--- src/rtl/icw_map.svh ---
// Contract
// - Word 85 reports bit 14 one for no-operation support; bit 15 obsolete, zero.
// - Word 86 bits 0, 1 and 4 always read zero.
// - Word 86 bit 3 set only while power management enabled; bit 2 shows card set.
// - At most one DMA mode selected; Ultra and Multiword selections exclude each other.
// - Word 88 bits 13..8 one-hot selected Ultra DMA mode; bits 15-14 reserved.
// - Word 88 bits 5..0 show Ultra support; each supported mode implies all lower.
// - Erase time words: 0 unspecified, 1-254 twice minutes, 255 above 508 minutes.
// - Word 91 low byte returns the current power management level.
// - Word 128 bit 8 one means maximum level, zero with security enabled means high.
// - Word 128 bit 5 set when enhanced security erase is supported.
// - Expired attempt count sets bit 4; unlock and erase abort until reset.
// - Word 128 bits 3..0: frozen, locked, enabled, security supported.
// - Word 160 bit 15 set only for a valid description; bit 14 reads zero.
// - Word 160 bit 13 no level-one commands, bit 12 those commands disabled.
// - Word 160 bits 11..0 carry maximum current in milliamperes.
// - Word 162 bit 0 content protection scheme support; bits 15..1 reserved.
// - Word 163 bits 2-0 highest advanced PIO mode: 0 word 64, 1 mode 5, 2 mode 6.
// - Word 163 bits 5-3 highest advanced Multiword mode: 0 word 63, 1 mode 3, 2 mode 4.
// - Word 163 bits 8-6 selected advanced PIO mode, same codes.
// - Word 163 bits 11-9 selected advanced Multiword mode; bits 15-12 reserved.
// - Word 164 bits 2-0 fastest I/O cycle: 255, 120, 100, 80 ns.
// - Word 164 bits 5-3 fastest memory cycle: 250, 120, 100, 80 ns; rest reserved.
// - Words are returned as part of the identify device parameter data.
`ifndef ICW_MAP_SVH
`define ICW_MAP_SVH

`define ICW_W_FEAT_A 8'h55
`define ICW_W_FEAT_B 8'h56
`define ICW_W_UDMA 8'h58
`define ICW_W_ERASE 8'h59
`define ICW_W_ENH_ERASE 8'h5a
`define ICW_W_APM_LEVEL 8'h5b
`define ICW_W_SEC_STATUS 8'h80
`define ICW_W_POWER_REQ 8'ha0
`define ICW_W_KEY_SCHEME 8'ha2
`define ICW_W_IDE_TIMING 8'ha3
`define ICW_W_CARD_TIMING 8'ha4

`define ICW_B85_NOP 14
`define ICW_B86_CARD_SET 2
`define ICW_B86_APM_ON 3
`define ICW_B128_LEVEL_MAX 8
`define ICW_B128_ENH_ERASE 5
`define ICW_B128_EXPIRED 4
`define ICW_B128_FROZEN 3
`define ICW_B128_LOCKED 2
`define ICW_B128_ENABLED 1
`define ICW_B128_SUPPORTED 0

`define ICW_SF_XFER_MODE 8'h03
`define ICW_SF_APM_ON 8'h05
`define ICW_SF_APM_OFF 8'h85
`define ICW_XM_PIO 5'h01
`define ICW_XM_MWDMA 5'h04
`define ICW_XM_UDMA 5'h08

`define ICW_ERASE_CODE_MAX 8'hff
`define ICW_ERASE_LIMIT_MIN 508
`define ICW_UNLOCK_TRIES 3'h5
`define ICW_WORD_RESET 16'h0000

`endif

--- src/rtl/icw_unused_placeholder_none.sv ---
`timescale 1ns/1ps

--- src/rtl/icw_pkg.sv ---
package icw_pkg;

	typedef struct packed
	{
		logic rd;
		logic [7:0] word;
	} icw_id_req_t;

	typedef struct packed
	{
		logic valid;
		logic [7:0] sub;
		logic [7:0] count;
	} icw_feat_t;

	typedef enum logic [2:0]
	{
		ICW_SOP_SET_PW = 3'b000,
		ICW_SOP_UNLOCK = 3'b001,
		ICW_SOP_ERASE = 3'b010,
		ICW_SOP_FREEZE = 3'b011,
		ICW_SOP_DISABLE = 3'b100
	} icw_sec_op_t;

	typedef struct packed
	{
		logic valid;
		icw_sec_op_t op;
		logic pw_ok;
		logic level_max;
	} icw_sec_cmd_t;

	typedef enum logic [1:0]
	{
		ICW_SEC_OFF = 2'b00,
		ICW_SEC_OPEN = 2'b01,
		ICW_SEC_LOCKED = 2'b10
	} icw_sec_st_t;

endpackage

--- src/rtl/icw_identify_words.sv ---
`timescale 1ns/1ps
`include "icw_map.svh"
module icw_identify_words #(
	parameter int UDMA_MAX = 5,
	parameter logic [2:0] ADV_PIO_SUP = 3'h2,
	parameter logic [2:0] ADV_MW_SUP = 3'h2,
	parameter logic [2:0] IO_CYCLE = 3'h3,
	parameter logic [2:0] MEM_CYCLE = 3'h3,
	parameter int ERASE_MIN = 0,
	parameter int ENH_ERASE_MIN = 0,
	parameter logic [11:0] MAX_CURRENT_MA = 12'h064,
	parameter bit PWR_DESC_VALID = 1'b1,
	parameter bit NO_LEVEL1_CMDS = 1'b0,
	parameter bit CARD_SET = 1'b1,
	parameter bit SEC_SUPPORTED = 1'b1,
	parameter bit ENH_ERASE_SUPPORTED = 1'b0,
	parameter bit KEY_SCHEME_SUPPORTED = 1'b0,
	parameter logic [2:0] UNLOCK_TRIES = `ICW_UNLOCK_TRIES
)(
	input wire logic ref_clk,
	input wire logic rst,
	input wire icw_pkg::icw_id_req_t id_req,
	input wire icw_pkg::icw_feat_t feat,
	input wire icw_pkg::icw_sec_cmd_t sec_cmd,
	input wire logic pw_stored,
	input wire logic pw_level_max,
	input wire logic level1_power_cmds_disabled,
	output logic [15:0] id_data,
	output logic id_valid,
	output logic id_hit,
	output logic feat_abort,
	output logic sec_abort
);

	function automatic logic [7:0] erase_code(input int minutes);
		logic [7:0] code;
		code = 8'h00;
		if (minutes > `ICW_ERASE_LIMIT_MIN)
		begin
			code = `ICW_ERASE_CODE_MAX;
		end
		else if (minutes > 0)
		begin
			code = 8'((minutes + 1) / 2);
		end
		return code;
	endfunction

	localparam logic [7:0] ERASE_CODE = erase_code(ERASE_MIN);
	localparam logic [7:0] ENH_ERASE_CODE = erase_code(ENH_ERASE_MIN);
	localparam logic [3:0] PIO_TOP = (ADV_PIO_SUP == 3'h0) ? 4'h4 : 4'(4'h4 + ADV_PIO_SUP);
	localparam logic [3:0] MW_TOP = (ADV_MW_SUP == 3'h0) ? 4'h2 : 4'(4'h2 + ADV_MW_SUP);

	icw_pkg::icw_sec_st_t sec_st;
	logic sec_level_max;
	logic frozen;
	logic expired;
	logic [2:0] tries_left;
	logic por_done;
	logic apm_on;
	logic [7:0] apm_level;
	logic [5:0] udma_sel;
	logic mw_on;
	logic [2:0] mw_mode;
	logic [2:0] pio_mode;
	logic [5:0] udma_sup;
	logic [2:0] pio_adv_sel;
	logic [2:0] mw_adv_sel;
	logic xfer_ok;
	logic feat_ok;
	logic [15:0] next_data;
	logic next_hit;

	// Cumulative support mask: mode n reported only with all lower modes
	genvar gi;
	generate
		for (gi = 0; gi < 6; gi++)
		begin : g_udma_sup
			assign udma_sup[gi] = (gi <= UDMA_MAX);
		end
	endgenerate

	// Transfer mode requests are checked against the advertised maxima
	always_comb
	begin
		xfer_ok = 1'b0;
		case (feat.count[7:3])
			`ICW_XM_UDMA:
				xfer_ok = (UDMA_MAX >= 0) && (int'(feat.count[2:0]) <= UDMA_MAX);
			`ICW_XM_MWDMA:
				xfer_ok = ({1'b0, feat.count[2:0]} <= MW_TOP);
			`ICW_XM_PIO, 5'h00:
				xfer_ok = ({1'b0, feat.count[2:0]} <= PIO_TOP);
			default:
				xfer_ok = 1'b0;
		endcase
	end

	always_comb
	begin
		case (feat.sub)
			`ICW_SF_XFER_MODE:
				feat_ok = xfer_ok;
			`ICW_SF_APM_ON:
				feat_ok = (feat.count != 8'h00);
			`ICW_SF_APM_OFF:
				feat_ok = 1'b1;
			// Unknown subcommands are ignored, not aborted
			default:
				feat_ok = 1'b1;
		endcase
	end

	always_ff @(posedge ref_clk or posedge rst)
	begin
		if (rst)
		begin
			feat_abort <= 1'b0;
		end
		else
		begin
			feat_abort <= feat.valid && !feat_ok;
		end
	end

	// Power management level follows set-features enable and disable
	always_ff @(posedge ref_clk or posedge rst)
	begin
		if (rst)
		begin
			apm_on <= 1'b0;
			apm_level <= 8'h00;
		end
		else if (feat.valid && feat_ok)
		begin
			if (feat.sub == `ICW_SF_APM_ON)
			begin
				apm_on <= 1'b1;
				apm_level <= feat.count;
			end
			else if (feat.sub == `ICW_SF_APM_OFF)
			begin
				apm_on <= 1'b0;
				apm_level <= 8'h00;
			end
		end
	end

	// Transfer mode selection; a DMA pick of one kind clears the other kind
	always_ff @(posedge ref_clk or posedge rst)
	begin
		if (rst)
		begin
			udma_sel <= 6'h00;
			mw_on <= 1'b0;
			mw_mode <= 3'h0;
			pio_mode <= 3'h0;
		end
		else if (feat.valid && feat_ok && feat.sub == `ICW_SF_XFER_MODE)
		begin
			case (feat.count[7:3])
				`ICW_XM_UDMA:
				begin
					udma_sel <= 6'(6'h01 << feat.count[2:0]);
					mw_on <= 1'b0;
				end
				`ICW_XM_MWDMA:
				begin
					mw_on <= 1'b1;
					mw_mode <= feat.count[2:0];
					udma_sel <= 6'h00;
				end
				default:
				begin
					pio_mode <= feat.count[2:0];
				end
			endcase
		end
	end

	// Advanced codes: 0 means the legacy word covers the selected mode
	always_comb
	begin
		pio_adv_sel = 3'h0;
		mw_adv_sel = 3'h0;
		if (pio_mode >= 3'h5)
		begin
			pio_adv_sel = 3'(pio_mode - 3'h4);
		end
		if (mw_on && mw_mode >= 3'h3)
		begin
			mw_adv_sel = 3'(mw_mode - 3'h2);
		end
	end

	// Security state; a stored password locks the card once reset releases
	always_ff @(posedge ref_clk or posedge rst)
	begin
		if (rst)
		begin
			sec_st <= icw_pkg::ICW_SEC_OFF;
			sec_level_max <= 1'b0;
			frozen <= 1'b0;
			expired <= 1'b0;
			tries_left <= UNLOCK_TRIES;
			por_done <= 1'b0;
			sec_abort <= 1'b0;
		end
		else
		begin
			por_done <= 1'b1;
			sec_abort <= 1'b0;
			if (!por_done)
			begin
				if (SEC_SUPPORTED && pw_stored)
				begin
					sec_st <= icw_pkg::ICW_SEC_LOCKED;
					sec_level_max <= pw_level_max;
				end
			end
			else if (sec_cmd.valid)
			begin
				if (!SEC_SUPPORTED)
				begin
					sec_abort <= 1'b1;
				end
				else
				begin
					case (sec_cmd.op)
						icw_pkg::ICW_SOP_SET_PW:
						begin
							if (frozen || sec_st == icw_pkg::ICW_SEC_LOCKED)
							begin
								sec_abort <= 1'b1;
							end
							else
							begin
								sec_st <= icw_pkg::ICW_SEC_OPEN;
								sec_level_max <= sec_cmd.level_max;
							end
						end
						icw_pkg::ICW_SOP_UNLOCK, icw_pkg::ICW_SOP_ERASE:
						begin
							if (expired)
							begin
								sec_abort <= 1'b1;
							end
							else if (!sec_cmd.pw_ok || (frozen && sec_cmd.op == icw_pkg::ICW_SOP_ERASE))
							begin
								sec_abort <= 1'b1;
								// Each bad password uses one try; the last one expires the count
								if (!sec_cmd.pw_ok)
								begin
									tries_left <= 3'(tries_left - 3'h1);
									if (tries_left <= 3'h1)
									begin
										expired <= 1'b1;
									end
								end
							end
							else if (sec_cmd.op == icw_pkg::ICW_SOP_ERASE)
							begin
								sec_st <= icw_pkg::ICW_SEC_OFF;
								sec_level_max <= 1'b0;
							end
							else if (sec_st == icw_pkg::ICW_SEC_LOCKED)
							begin
								sec_st <= icw_pkg::ICW_SEC_OPEN;
							end
						end
						icw_pkg::ICW_SOP_FREEZE:
						begin
							if (sec_st == icw_pkg::ICW_SEC_LOCKED)
							begin
								sec_abort <= 1'b1;
							end
							else
							begin
								frozen <= 1'b1;
							end
						end
						icw_pkg::ICW_SOP_DISABLE:
						begin
							if (sec_st != icw_pkg::ICW_SEC_OPEN || frozen || !sec_cmd.pw_ok)
							begin
								sec_abort <= 1'b1;
							end
							else
							begin
								sec_st <= icw_pkg::ICW_SEC_OFF;
								sec_level_max <= 1'b0;
							end
						end
						default:
						begin
							sec_abort <= 1'b1;
						end
					endcase
				end
			end
		end
	end

	// Word assembly; unlisted and reserved bits stay zero
	always_comb
	begin
		next_data = `ICW_WORD_RESET;
		next_hit = 1'b1;
		case (id_req.word)
			`ICW_W_FEAT_A:
				next_data[`ICW_B85_NOP] = 1'b1;
			`ICW_W_FEAT_B:
			begin
				next_data[`ICW_B86_CARD_SET] = CARD_SET;
				next_data[`ICW_B86_APM_ON] = apm_on;
			end
			`ICW_W_UDMA:
				next_data = {2'b00, udma_sel, 2'b00, udma_sup};
			`ICW_W_ERASE:
				next_data = {8'h00, ERASE_CODE};
			`ICW_W_ENH_ERASE:
				next_data = {8'h00, ENH_ERASE_CODE};
			`ICW_W_APM_LEVEL:
				next_data = {8'h00, apm_level};
			`ICW_W_SEC_STATUS:
			begin
				next_data[`ICW_B128_LEVEL_MAX] = sec_level_max && sec_st != icw_pkg::ICW_SEC_OFF;
				next_data[`ICW_B128_ENH_ERASE] = ENH_ERASE_SUPPORTED;
				next_data[`ICW_B128_EXPIRED] = expired;
				next_data[`ICW_B128_FROZEN] = frozen;
				next_data[`ICW_B128_LOCKED] = sec_st == icw_pkg::ICW_SEC_LOCKED;
				next_data[`ICW_B128_ENABLED] = sec_st != icw_pkg::ICW_SEC_OFF;
				next_data[`ICW_B128_SUPPORTED] = SEC_SUPPORTED;
			end
			`ICW_W_POWER_REQ:
				next_data = {PWR_DESC_VALID, 1'b0, NO_LEVEL1_CMDS,
					level1_power_cmds_disabled, MAX_CURRENT_MA};
			`ICW_W_KEY_SCHEME:
				next_data = {15'h0000, KEY_SCHEME_SUPPORTED};
			`ICW_W_IDE_TIMING:
				next_data = {4'h0, mw_adv_sel, pio_adv_sel, ADV_MW_SUP, ADV_PIO_SUP};
			`ICW_W_CARD_TIMING:
				next_data = {10'h000, MEM_CYCLE, IO_CYCLE};
			default:
				next_hit = 1'b0;
		endcase
	end

	// Identify readout, one word per request, answered on the next edge
	always_ff @(posedge ref_clk or posedge rst)
	begin
		if (rst)
		begin
			id_data <= `ICW_WORD_RESET;
			id_valid <= 1'b0;
			id_hit <= 1'b0;
		end
		else
		begin
			id_valid <= id_req.rd;
			// Data and hit hold between reads
			if (id_req.rd)
			begin
				id_data <= next_data;
				id_hit <= next_hit;
			end
		end
	end

endmodule

--- config.mk ---
export PLATFORM = sky130hd
export DESIGN_NAME = icw_identify_words
export DESIGN_NICKNAME = d
export VERILOG_FILES = /design/src/rtl/icw_unused_placeholder_none.sv /design/src/rtl/icw_pkg.sv /design/src/rtl/icw_identify_words.sv
export VERILOG_INCLUDE_DIRS = /design/src /design/src/rtl
export SDC_FILE = /design/constraint.sdc
export NUM_CORES = 1
export LEC_CHECK = 0
export ABC_AREA = 1
export BUFFER_PORTS_ARGS = -buffer_cell sky130_fd_sc_hd__buf_4
export CAP_MARGIN = 20
export CORE_ASPECT_RATIO = 0.7
export CORE_UTILIZATION = 60
export CTS_CLUSTER_SIZE = 8
export DETAILED_ROUTE_END_ITERATION = 10
export PLACE_DENSITY_LB_ADDON = 0.15
export SLEW_MARGIN = 40
export SYNTH_ARGS = -nofsm -noshare
export SYNTH_HDL_FRONTEND = slang
export SYNTH_SLANG_ARGS = --single-unit
--- constraint.sdc ---
create_clock -name ref_clk -period 3.85 [get_ports ref_clk]
set_input_delay 0.1925 -clock ref_clk [delete_from_list [all_inputs] [get_ports ref_clk]]
set_output_delay 0.1925 -clock ref_clk [all_outputs]
set_load 0.01 [all_outputs]
==> reports/qor.csv, run 1 <==
metric;value;unit
status;completed;
syn_nets;442;
cts_tree;done;
drt_wl_total;6610;µm
cap_violations;0;
rsz0062_at_grt;no;
rr_startpoint;mw_mode[1];
synth_area;2980;µm²
final_core_util;0.740;
maxSlewViolCount;0;
ys_warn_count;0;
p_leak;2.03;nW
dp_cells;519;
wl_met2;2700;µm
startpoint;mw_mode[1];
gr-total-overflow;0;
clkTransAtPathRegs;0.10;ns
setup_viol;0;
drc;0;
arrival;1.68;ns
ys.flop_type;dfrtp_1;
cp-endpoint;id_data[11];
htree_levels;2;
fmax;683;MHz
p_total;0.00103;W
viasPerCell;5.26;
period_needed;1.46;ns
ir_worst_vdd;152;µV
die_h;61.0;µm
dr.pass1.iters;4;
io_pins;57;
fillers;390;
worstPathRequired;4.06;ns
drt_iter0_markers;181;
fin_nets;498;
synthTopCellsByArea;dfrtp_1 41%, nand2_1 17%, inv_1 5.7%;
relSlewSlack;0.574;
regArea;1280;µm²
cts_buffers;5;
initial_core_util;0.623;
wl_per_cell;12.5;µm
layout_common_cells;137 x nand2_1, 56 x buf_4, 49 x dfrtp_1;
synth_seq_area_share;0.429;
grt_use_total;0.270;
worst_setup_path_start_kind;flip-flop;
diodes;0;
grt_pass1_wl;10700;µm
wl_met3;524;µm
vias;2775;
regToRegSetupSlack;2.39;ns
core;4780;µm²
synth_top_area_frac;0.412;
root_buffer;clkbuf_8;
cts_sinks;51;
hpwl;5070;µm
fin_crit_sh;0.380;
hold_path.class;primary input to flip-flop;
hold_viol;0;
path_class;flip-flop to flip-flop;
critPathCaptureType;flip-flop;
num_rows;21;
met1_length;3330;µm
ys_seq_elements;51;
grt_max_degree;52;
die_w;86.2;µm
tightest_slew;0.639;ns
portBuffers;56;
p_per_area;291;nW/µm²
layout_commonest_cell;nand2_1;
multiInputGateArea;1460;µm²
cts_setup_buffers;0;
highest_layer;met4;
synth_edf_count;0;
instances_no_fill;528;
ys_types;35;
insertion_delay;0.31;ns
drive_above_1_share;0.207;
r2r_cells;8;
grt_pass1_vias;2353;
syn-instance-count;402;
yosysTopAreaCell;dfrtp_1;
finClkSkew;0.00920;ns
async_flop_share;1.00;
r2r-end;id_data[11];
cp_max_fo;4;
post_cts_resized;0;
dieArea;5260;µm²
syn_to_final_growth;18.8;%
antenna_found_initial;0;
synth.avg_cell_area;7.41;µm²
ant_nets;0;
clock_path_buffers;2;
finalSetupTns;0;ns
place_congestion;0.886;
## routing by layer
layer | GRT usage | up-vias
met5 | 0 | -
met4 | 0.0690 | 0
met3 | 0.0585 | 7
met2 | 0.384 | 123
met1 | 0.416 | 1240
li1 | - | 1405
## registers in the layout, indices dropped and copies added, names as in the netlist, 2 cells and up
register,cells
mw_mode,3
udma_sel,6
sec_st,2
apm_level,8
id_data,16
pio_mode,3
tries_left,3
## power breakdown
part / leakage (nW) / switching (W) / total (W) / internal, W
combinational: 1.31 / 0.0000888 / 0.000144 / 0.0000550
clock: 0.0463 / 0.000188 / 0.000322 / 0.000134
sequential: 0.679 / 0.0000123 / 0.000564 / 0.000552
## stage by stage
step / hold WS [ns] / instance area [µm²] / setup slack, ns
finish: 0.0992 / 3540 / 2.39
global route: 0.0815 / 3540 / 2.26
CTS: 0.0935 / 3540 / 2.41
detailed placement: 0.323 / 3430 / 2.13
global placement: 0.418 / 3430 / 2.22
floorplan: 0.224 / 2980 / 2.43
## cell usage after synthesis, types with 2 or more instances
cell,count
nand2_1,137
dfrtp_1,49
inv_1,45
nand3_1,29
nor2_1,26
nand4_1,24
o21ai_0,18
a21oi_1,12
nor2_2,7
nor3_1,5
a21o_1,4
nand2_2,4
nand2_4,4
nor2_4,4
o21ai_1,4
ha_1,3
inv_2,3
buf_4,2
buf_6,2
clkbuf_1,2
dfstp_2,2
nor3_2,2
o21a_1,2
## layout make-up
class | instances | area share
Timing Repair Buffer | 57 | 0.122
Sequential cell | 51 | 0.361
Multi-Input combinational cell | 294 | 0.411
Inverter | 49 | 0.0541
Clock inverter | 3 | 0.00778
Clock buffer | 5 | 0.0194
Tap cell | 69 | 0.0244
## critical path, cell delays in order, from the launching register on
cell     delay, ns
dfrtp_1       0.44
ha_1          0.22
o21ai_0       0.19
nand2_1       0.07
nand2_1       0.06
inv_1         0.06
nand3_1       0.08
a21oi_1       0.07
a21o_1        0.18
## how the worst min path moves through the flow
| stage | startpoint | endpoint | slack (ns) | cells past startpoint |
|---|---|---|---|---|
| finish | id_req[8] | id_valid | 0.1 | 1 |
| global route | id_req[8] | id_valid | 0.08 | 1 |
| CTS | id_req[8] | id_valid | 0.09 | 1 |
| detailed placement | rst | feat_abort | 0.32 | 2 |
| global placement | id_req[8] | id_valid | 0.42 | 1 |
| floorplan | id_req[8] | id_valid | 0.22 | 0 |
## repair_timing
action                                 CTS  global route
endpoints found under the hold margin   49             0
hold buffers                             1             0
setup endpoints to repair                0             0
## kinds of logic after synthesis
kind of cell               after synthesis  synth area share
adders and majority gates                3            0.0126
buffers and inverters                   57            0.0823
other                                    1           0.00126
DFF                                     51             0.429
AOI/OAI and AO/OA                       42            0.0802
and+or+nand+nor                        246             0.388
xor gates and xnor gates                 2           0.00588
(Power assumes the default switching activity.)
==> inputs of run 2 (changes only) <==
--- a/config.mk
+++ b/config.mk
@@ -10,7 +10,7 @@
 export BUFFER_PORTS_ARGS = -buffer_cell sky130_fd_sc_hd__buf_4
 export CAP_MARGIN = 20
 export CORE_ASPECT_RATIO = 0.7
-export CORE_UTILIZATION = 60
+export CORE_UTILIZATION = 50
 export CTS_CLUSTER_SIZE = 8
 export DETAILED_ROUTE_END_ITERATION = 10
 export PLACE_DENSITY_LB_ADDON = 0.15
==> constraint.sdc (replaced) <==
create_clock -name ref_clk -period 1.19 [get_ports ref_clk]
set_input_delay 0.0595 -clock ref_clk [delete_from_list [all_inputs] [get_ports ref_clk]]
set_output_delay 0.0595 -clock ref_clk [all_outputs]
set_load 0.01 [all_outputs]
==> run 2 against run 1 <==
Effect of this change: the flow now finishes with violations (setup timing); maximum frequency grew 8.9%; clock power grew to 3.3 times the previous value; utilization shrank 2.0 points; worst setup slack lost 2.5 ns; sequential share of layout area shrank 5.1 points; worst hold slack lost 0.072 ns; cell count grew 12%; non-clock buffer count grew 58; clock skew is essentially flat; sequential power grew to 3.2 times the previous value.
==> reports/qor.csv, run 2 (synthesized netlist as in run 1, its figures left out) <==
metric;value;unit
reg.largest.list;id_data (16), apm_level (8), udma_sel (6);
cap_violations;0;
rsz0062_at_grt;yes;
largest_reg_flops;16;
min_from;sec_cmd[5];
die_w;94.3;µm
cp_slowest_cell;dfrtp_1;
cp_max_fo;2;
die_h;66.6;µm
antenna_found_initial;0;
worst_setup_path_start_kind;flip-flop;
ant_nets;0;
drive_above_1_share;0.338;
place_congestion;0.892;
startpoint;sec_st[1];
clock_path_buffers;2;
initial_core_util;0.520;
instances_no_fill;592;
dr.pass1.iters;4;
r2r_cells;9;
drt_wl_total;7290;µm
power_frac_comb;0.184;
p_per_area;858;nW/µm²
grt_pass1_vias;2709;
p_leak;2.34;nW
cts_sinks;51;
status;complete, but fails checks;
diodes;0;
cts_buffers;5;
setup_viol;7;
maxSlewViolCount;0;
fin_crit_sh;1.13;
postLayoutSetupSlackWorst;-0.155;ns
slowest_delay;0.37;ns
pwr-share-seq;0.517;
root_buffer;clkbuf_8;
arrival;1.55;ns
path_class;flip-flop to flip-flop;
syn_to_final_growth;38.4;%
finalSetupTns;-0.563;ns
swShare;0.285;
regMostFlops;id_data;
io_pins;57;
crit_top_cell;buf_4;
worstPathRequired;1.40;ns
ir_worst_vdd;676;µV
hold_viol;0;
finClkSkew;0.00900;ns
multiInputGateArea;1560;µm²
layout_common_cells;132 x nand2_1, 109 x buf_4, 48 x dfrtp_1;
viasPerCell;5.03;
grt_use_total;0.252;
fin_nets;556;
vias;2980;
rr_startpoint;sec_st[1];
wl_per_cell;12.3;µm
insertion_delay;0.31;ns
layout_commonest_cell;nand2_1;
grt_max_degree;19;
power_report.internal_total;0.00253;W
drt_iter0_markers;136;
htree_levels;2;
portBuffers;56;
gr-total-overflow;0;
drc;0;
core;5730;µm²
p_sw;0.00101;W
period_needed;1.34;ns
fmax;744;MHz
dp_cells;575;
pwr-share-clk;0.299;
hold_path_depth;3;
dieArea;6280;µm²
crit_chain;inv_2 > buf_4 > buf_4 > nand4_1 > nand2_2 > a21oi_2 > o21ai_2 > nand3_1 > nand2_1;
fillers;450;
clkTransAtPathRegs;0.10;ns
cts_tree;done;
hold_path.class;primary input to flip-flop;
violations;setup timing;
critPathCaptureType;flip-flop;
hpwl;5680;µm
num_rows;23;
regArea;1280;µm²
grt_pass1_wl;12300;µm
## run 2: cell count changes in the layout (fill, tap and decap cells not counted), sizes merged
cell	delta
clkinvlp	+1
inv	-1
dlygate4sd3	+3
buf	+55
## run 2: repair_timing
| action | 4_1_cts | 5_1_grt |
|---|---|---|
| hold endpoints to repair | 16 | 0 |
| pin swaps | 5 | 6 |
| gates resized for setup | 14 | 17 |
| hold buffers | 4 | 0 |
| setup buffers | 3 | 2 |
| setup endpoints to repair | 6 | 11 |
## run 2: layout make-up
class,count,area share
Clock inverter,3,0.00667
Timing Repair Buffer,115,0.218
Clock buffer,5,0.0167
Multi-Input combinational cell,294,0.379
Sequential cell,51,0.310
Tap cell,75,0.0228
Inverter,49,0.0467
## run 2: final timing paths
kind                                      end  slack [ns]
worst max-delay path                sec_st[0]       -0.15
worst min-delay path                   frozen        0.03
worst max register to register      sec_st[0]       -0.15
worst min register to register  sec_level_max        0.48
max in group asynchronous          id_data[3]        0.44
min in group asynchronous        apm_level[6]        0.32
## run 2: power by group through the flow
stage / sequential [W] / combinational [W] / clock (W)
final: 0.00183 / 0.000653 / 0.00106
after global routing: 0.00184 / 0.000723 / 0.00114
after CTS: 0.00183 / 0.000630 / 0.00107
after detailed placement: 0.00186 / 0.000587 / 0
after global placement: 0.00186 / 0.000577 / 0
after floorplan: 0.00185 / 0.000273 / 0
## run 2: metrics by stage
| stage | hold WS [ns] | power (W) | worst slack [ns] | util | area [µm²] |
|---|---|---|---|---|---|
| floorplan | 0.0909 | 0.00213 | -0.0611 | - | 2990 |
| global placement | 0.106 | 0.00243 | -0.103 | 0.672 | 3850 |
| detailed placement | 0.112 | 0.00244 | -0.188 | 0.672 | 3850 |
| CTS | 0.00849 | 0.00353 | -0.145 | 0.706 | 4040 |
| global route | 0.0391 | 0.00370 | -0.247 | 0.720 | 4120 |
| finish | 0.0274 | 0.00354 | -0.155 | 0.720 | 4120 |
## run 2: worst max-delay path, delay by kind of cell (launching register included)
kind,cells,cell delay [ns]
AOI/OAI and AO/OA,2,0.26
and+or+nand+nor,4,0.30
buffers and inverters,3,0.31
DFF,1,0.37
## run 2: per-layer routing
metal | part of all wire | vias up | track usage
li1 | - | 1525 | -
met1 | 0.52 | 1362 | 0.371
met2 | 0.43 | 89 | 0.401
met3 | 0.051 | 4 | 0.0342
met4 | 0.0058 | 0 | 0.0404
met5 | 0 | - | 0
==> inputs of run 3 (changes only) <==
--- a/config.mk
+++ b/config.mk
@@ -13,6 +13,7 @@
 export CORE_UTILIZATION = 50
 export CTS_CLUSTER_SIZE = 8
 export DETAILED_ROUTE_END_ITERATION = 10
+export MAX_ROUTING_LAYER = met4
 export PLACE_DENSITY_LB_ADDON = 0.15
 export SLEW_MARGIN = 40
 export SYNTH_ARGS = -nofsm -noshare
==> run 3 against run 2 <==
Effect of this change: cell area is 1.6% lower; worst hold slack better by 0.0056 ns; via count is 1.8% lower; register-to-register slack better by 0.02 ns; critical path depth stayed put; largest power group unchanged; global-route usage hardly changed; the flow still finishes with violations (setup timing).
==> reports/qor.csv, run 3 (synthesized netlist as in run 1, its figures left out) <==
metric;value;unit
core;5730;µm²
drt_iter0_markers;226;
final_core_util;0.708;
fin_nets;553;
gr-total-overflow;0;
regMostFlops;id_data;
instances_no_fill;589;
clock_path_buffers;2;
drt_wl_total;7260;µm
p_per_area;873;nW/µm²
grt_use_total;0.252;
setup_viol;6;
drc;0;
ir_worst_vdd;588;µV
fillers;492;
htree_levels;2;
status;complete, but fails checks;
violations;setup timing;
arrival;1.55;ns
syn_to_final_growth;36.2;%
layout_commonest_cell;nand2_1;
insertion_delay;0.32;ns
die_h;66.6;µm
dr.pass1.iters;4;
vias;2927;
die_w;94.3;µm
wl_per_cell;12.3;µm
cts_buffers;5;
pwr-share-clk;0.307;
reg.largest.list;id_data (16), apm_level (8), udma_sel (6);
ant_nets;0;
pwr-share-seq;0.517;
dieArea;6280;µm²
cap_violations;0;
dp_cells;575;
hold_path.class;primary input to flip-flop;
drive_above_1_share;0.323;
p_total;0.00354;W
grt_pass1_vias;2627;
place_congestion;0.908;
initial_core_util;0.520;
path_class;flip-flop to flip-flop;
viasPerCell;4.97;
hold_viol;0;
grt_pass1_wl;11900;µm
multiInputGateArea;1530;µm²
worst_setup_path_start_kind;flip-flop;
rsz0062_at_grt;yes;
largest_reg_flops;16;
regArea;1280;µm²
hpwl;5530;µm
p_leak;2.32;nW
swShare;0.291;
portBuffers;56;
io_pins;57;
finClkSkew;0.00976;ns
worstPathRequired;1.41;ns
num_rows;23;
critPathCaptureType;flip-flop;
maxSlewViolCount;0;
p_sw;0.00103;W
layout_common_cells;133 x nand2_1, 107 x buf_4, 49 x dfrtp_1;
antenna_found_initial;0;
postLayoutSetupSlackWorst;-0.138;ns
root_buffer;clkbuf_8;
period_needed;1.33;ns
diodes;0;
fmax;753;MHz
fin_crit_sh;1.12;
power_report.internal_total;0.00251;W
cts_tree;done;
cts_sinks;51;
power_frac_comb;0.176;
hold_ws;0.0330;ns
grt_max_degree;22;
cp_max_fo;2;
clkTransAtPathRegs;0.11;ns
run 3: changes by cell type in the layout (fill, tap and decap cells not counted), moves of 2 or more:
cell / delta
a21oi_1: +2
a21oi_2: -2
buf_4: -2
o21ai_0: +2
o21ai_2: -2
run 3: worst paths after layout:
path                        startpoint             to  slack [ns]  cells past startpoint
hold reg to reg            id_data[11]    id_data[11]        0.49                      1
min in group asynchronous          rst      sec_st[0]        0.32                      3
setup reg to reg             sec_st[1]      sec_st[0]       -0.14                      9
max in group asynchronous          rst  tries_left[0]        0.34                      4
setup / recovery             sec_st[1]      sec_st[0]       -0.14                      9
hold / removal              sec_cmd[5]         frozen        0.03                      3
run 3: worst max-delay path, stage by stage (launching register included):
cell     delay (ns)
dfrtp_1        0.41
inv_2          0.08
buf_4          0.10
nand4_1        0.08
nand2_1        0.13
a21oi_1        0.10
o21ai_1        0.14
nand2_2        0.09
nand2_1        0.07
nand2_1        0.05
run 3: final cells by class:
type                    count  share of cell area
flip-flops and latches     51               0.315
multi-input cells         294               0.377
repair buffers            112               0.213
inverters                  49              0.0475
well taps                  75              0.0231
clock buffers               5              0.0170
clock inverters             3             0.00709
run 3: metrics by stage:
step,setup TNS [ns],worst slack (ns),instance area [µm²]
finish,-0.502,-0.138,4060
CTS,-0.582,-0.156,4010
detailed placement,-3.21,-0.178,3830
floorplan,-0.158,-0.0611,2990
global route,-1.08,-0.230,4060
global placement,-1.80,-0.105,3830
run 3: per-layer routing:
| metal | vias to the layer above | share of wire | global-route usage |
|---|---|---|---|
| met5 | - | 0 | - |
| met4 | 0 | 0.0099 | 0.0635 |
| met3 | 7 | 0.058 | 0.0468 |
| met2 | 90 | 0.42 | 0.365 |
| met1 | 1315 | 0.52 | 0.364 |
| li1 | 1515 | - | - |
run 3: timing repair:
action | CTS | global route
pin swaps | 9 | 7
hold buffers | 4 | 0
gates cloned | 0 | 0
endpoints found under the setup margin | 7 | 10
resized for setup | 7 | 15
endpoints found under the hold margin | 20 | 0
setup buffers | 2 | 0
run 3: power groups by stage:
stage | sequential [W] | combinational, W | clock [W]
final | 0.00183 | 0.000622 | 0.00109
after CTS | 0.00183 | 0.000599 | 0.00111
after floorplan | 0.00185 | 0.000273 | 0
after global routing | 0.00184 | 0.000692 | 0.00117
after detailed placement | 0.00186 | 0.000586 | 0
after global placement | 0.00186 | 0.000573 | 0
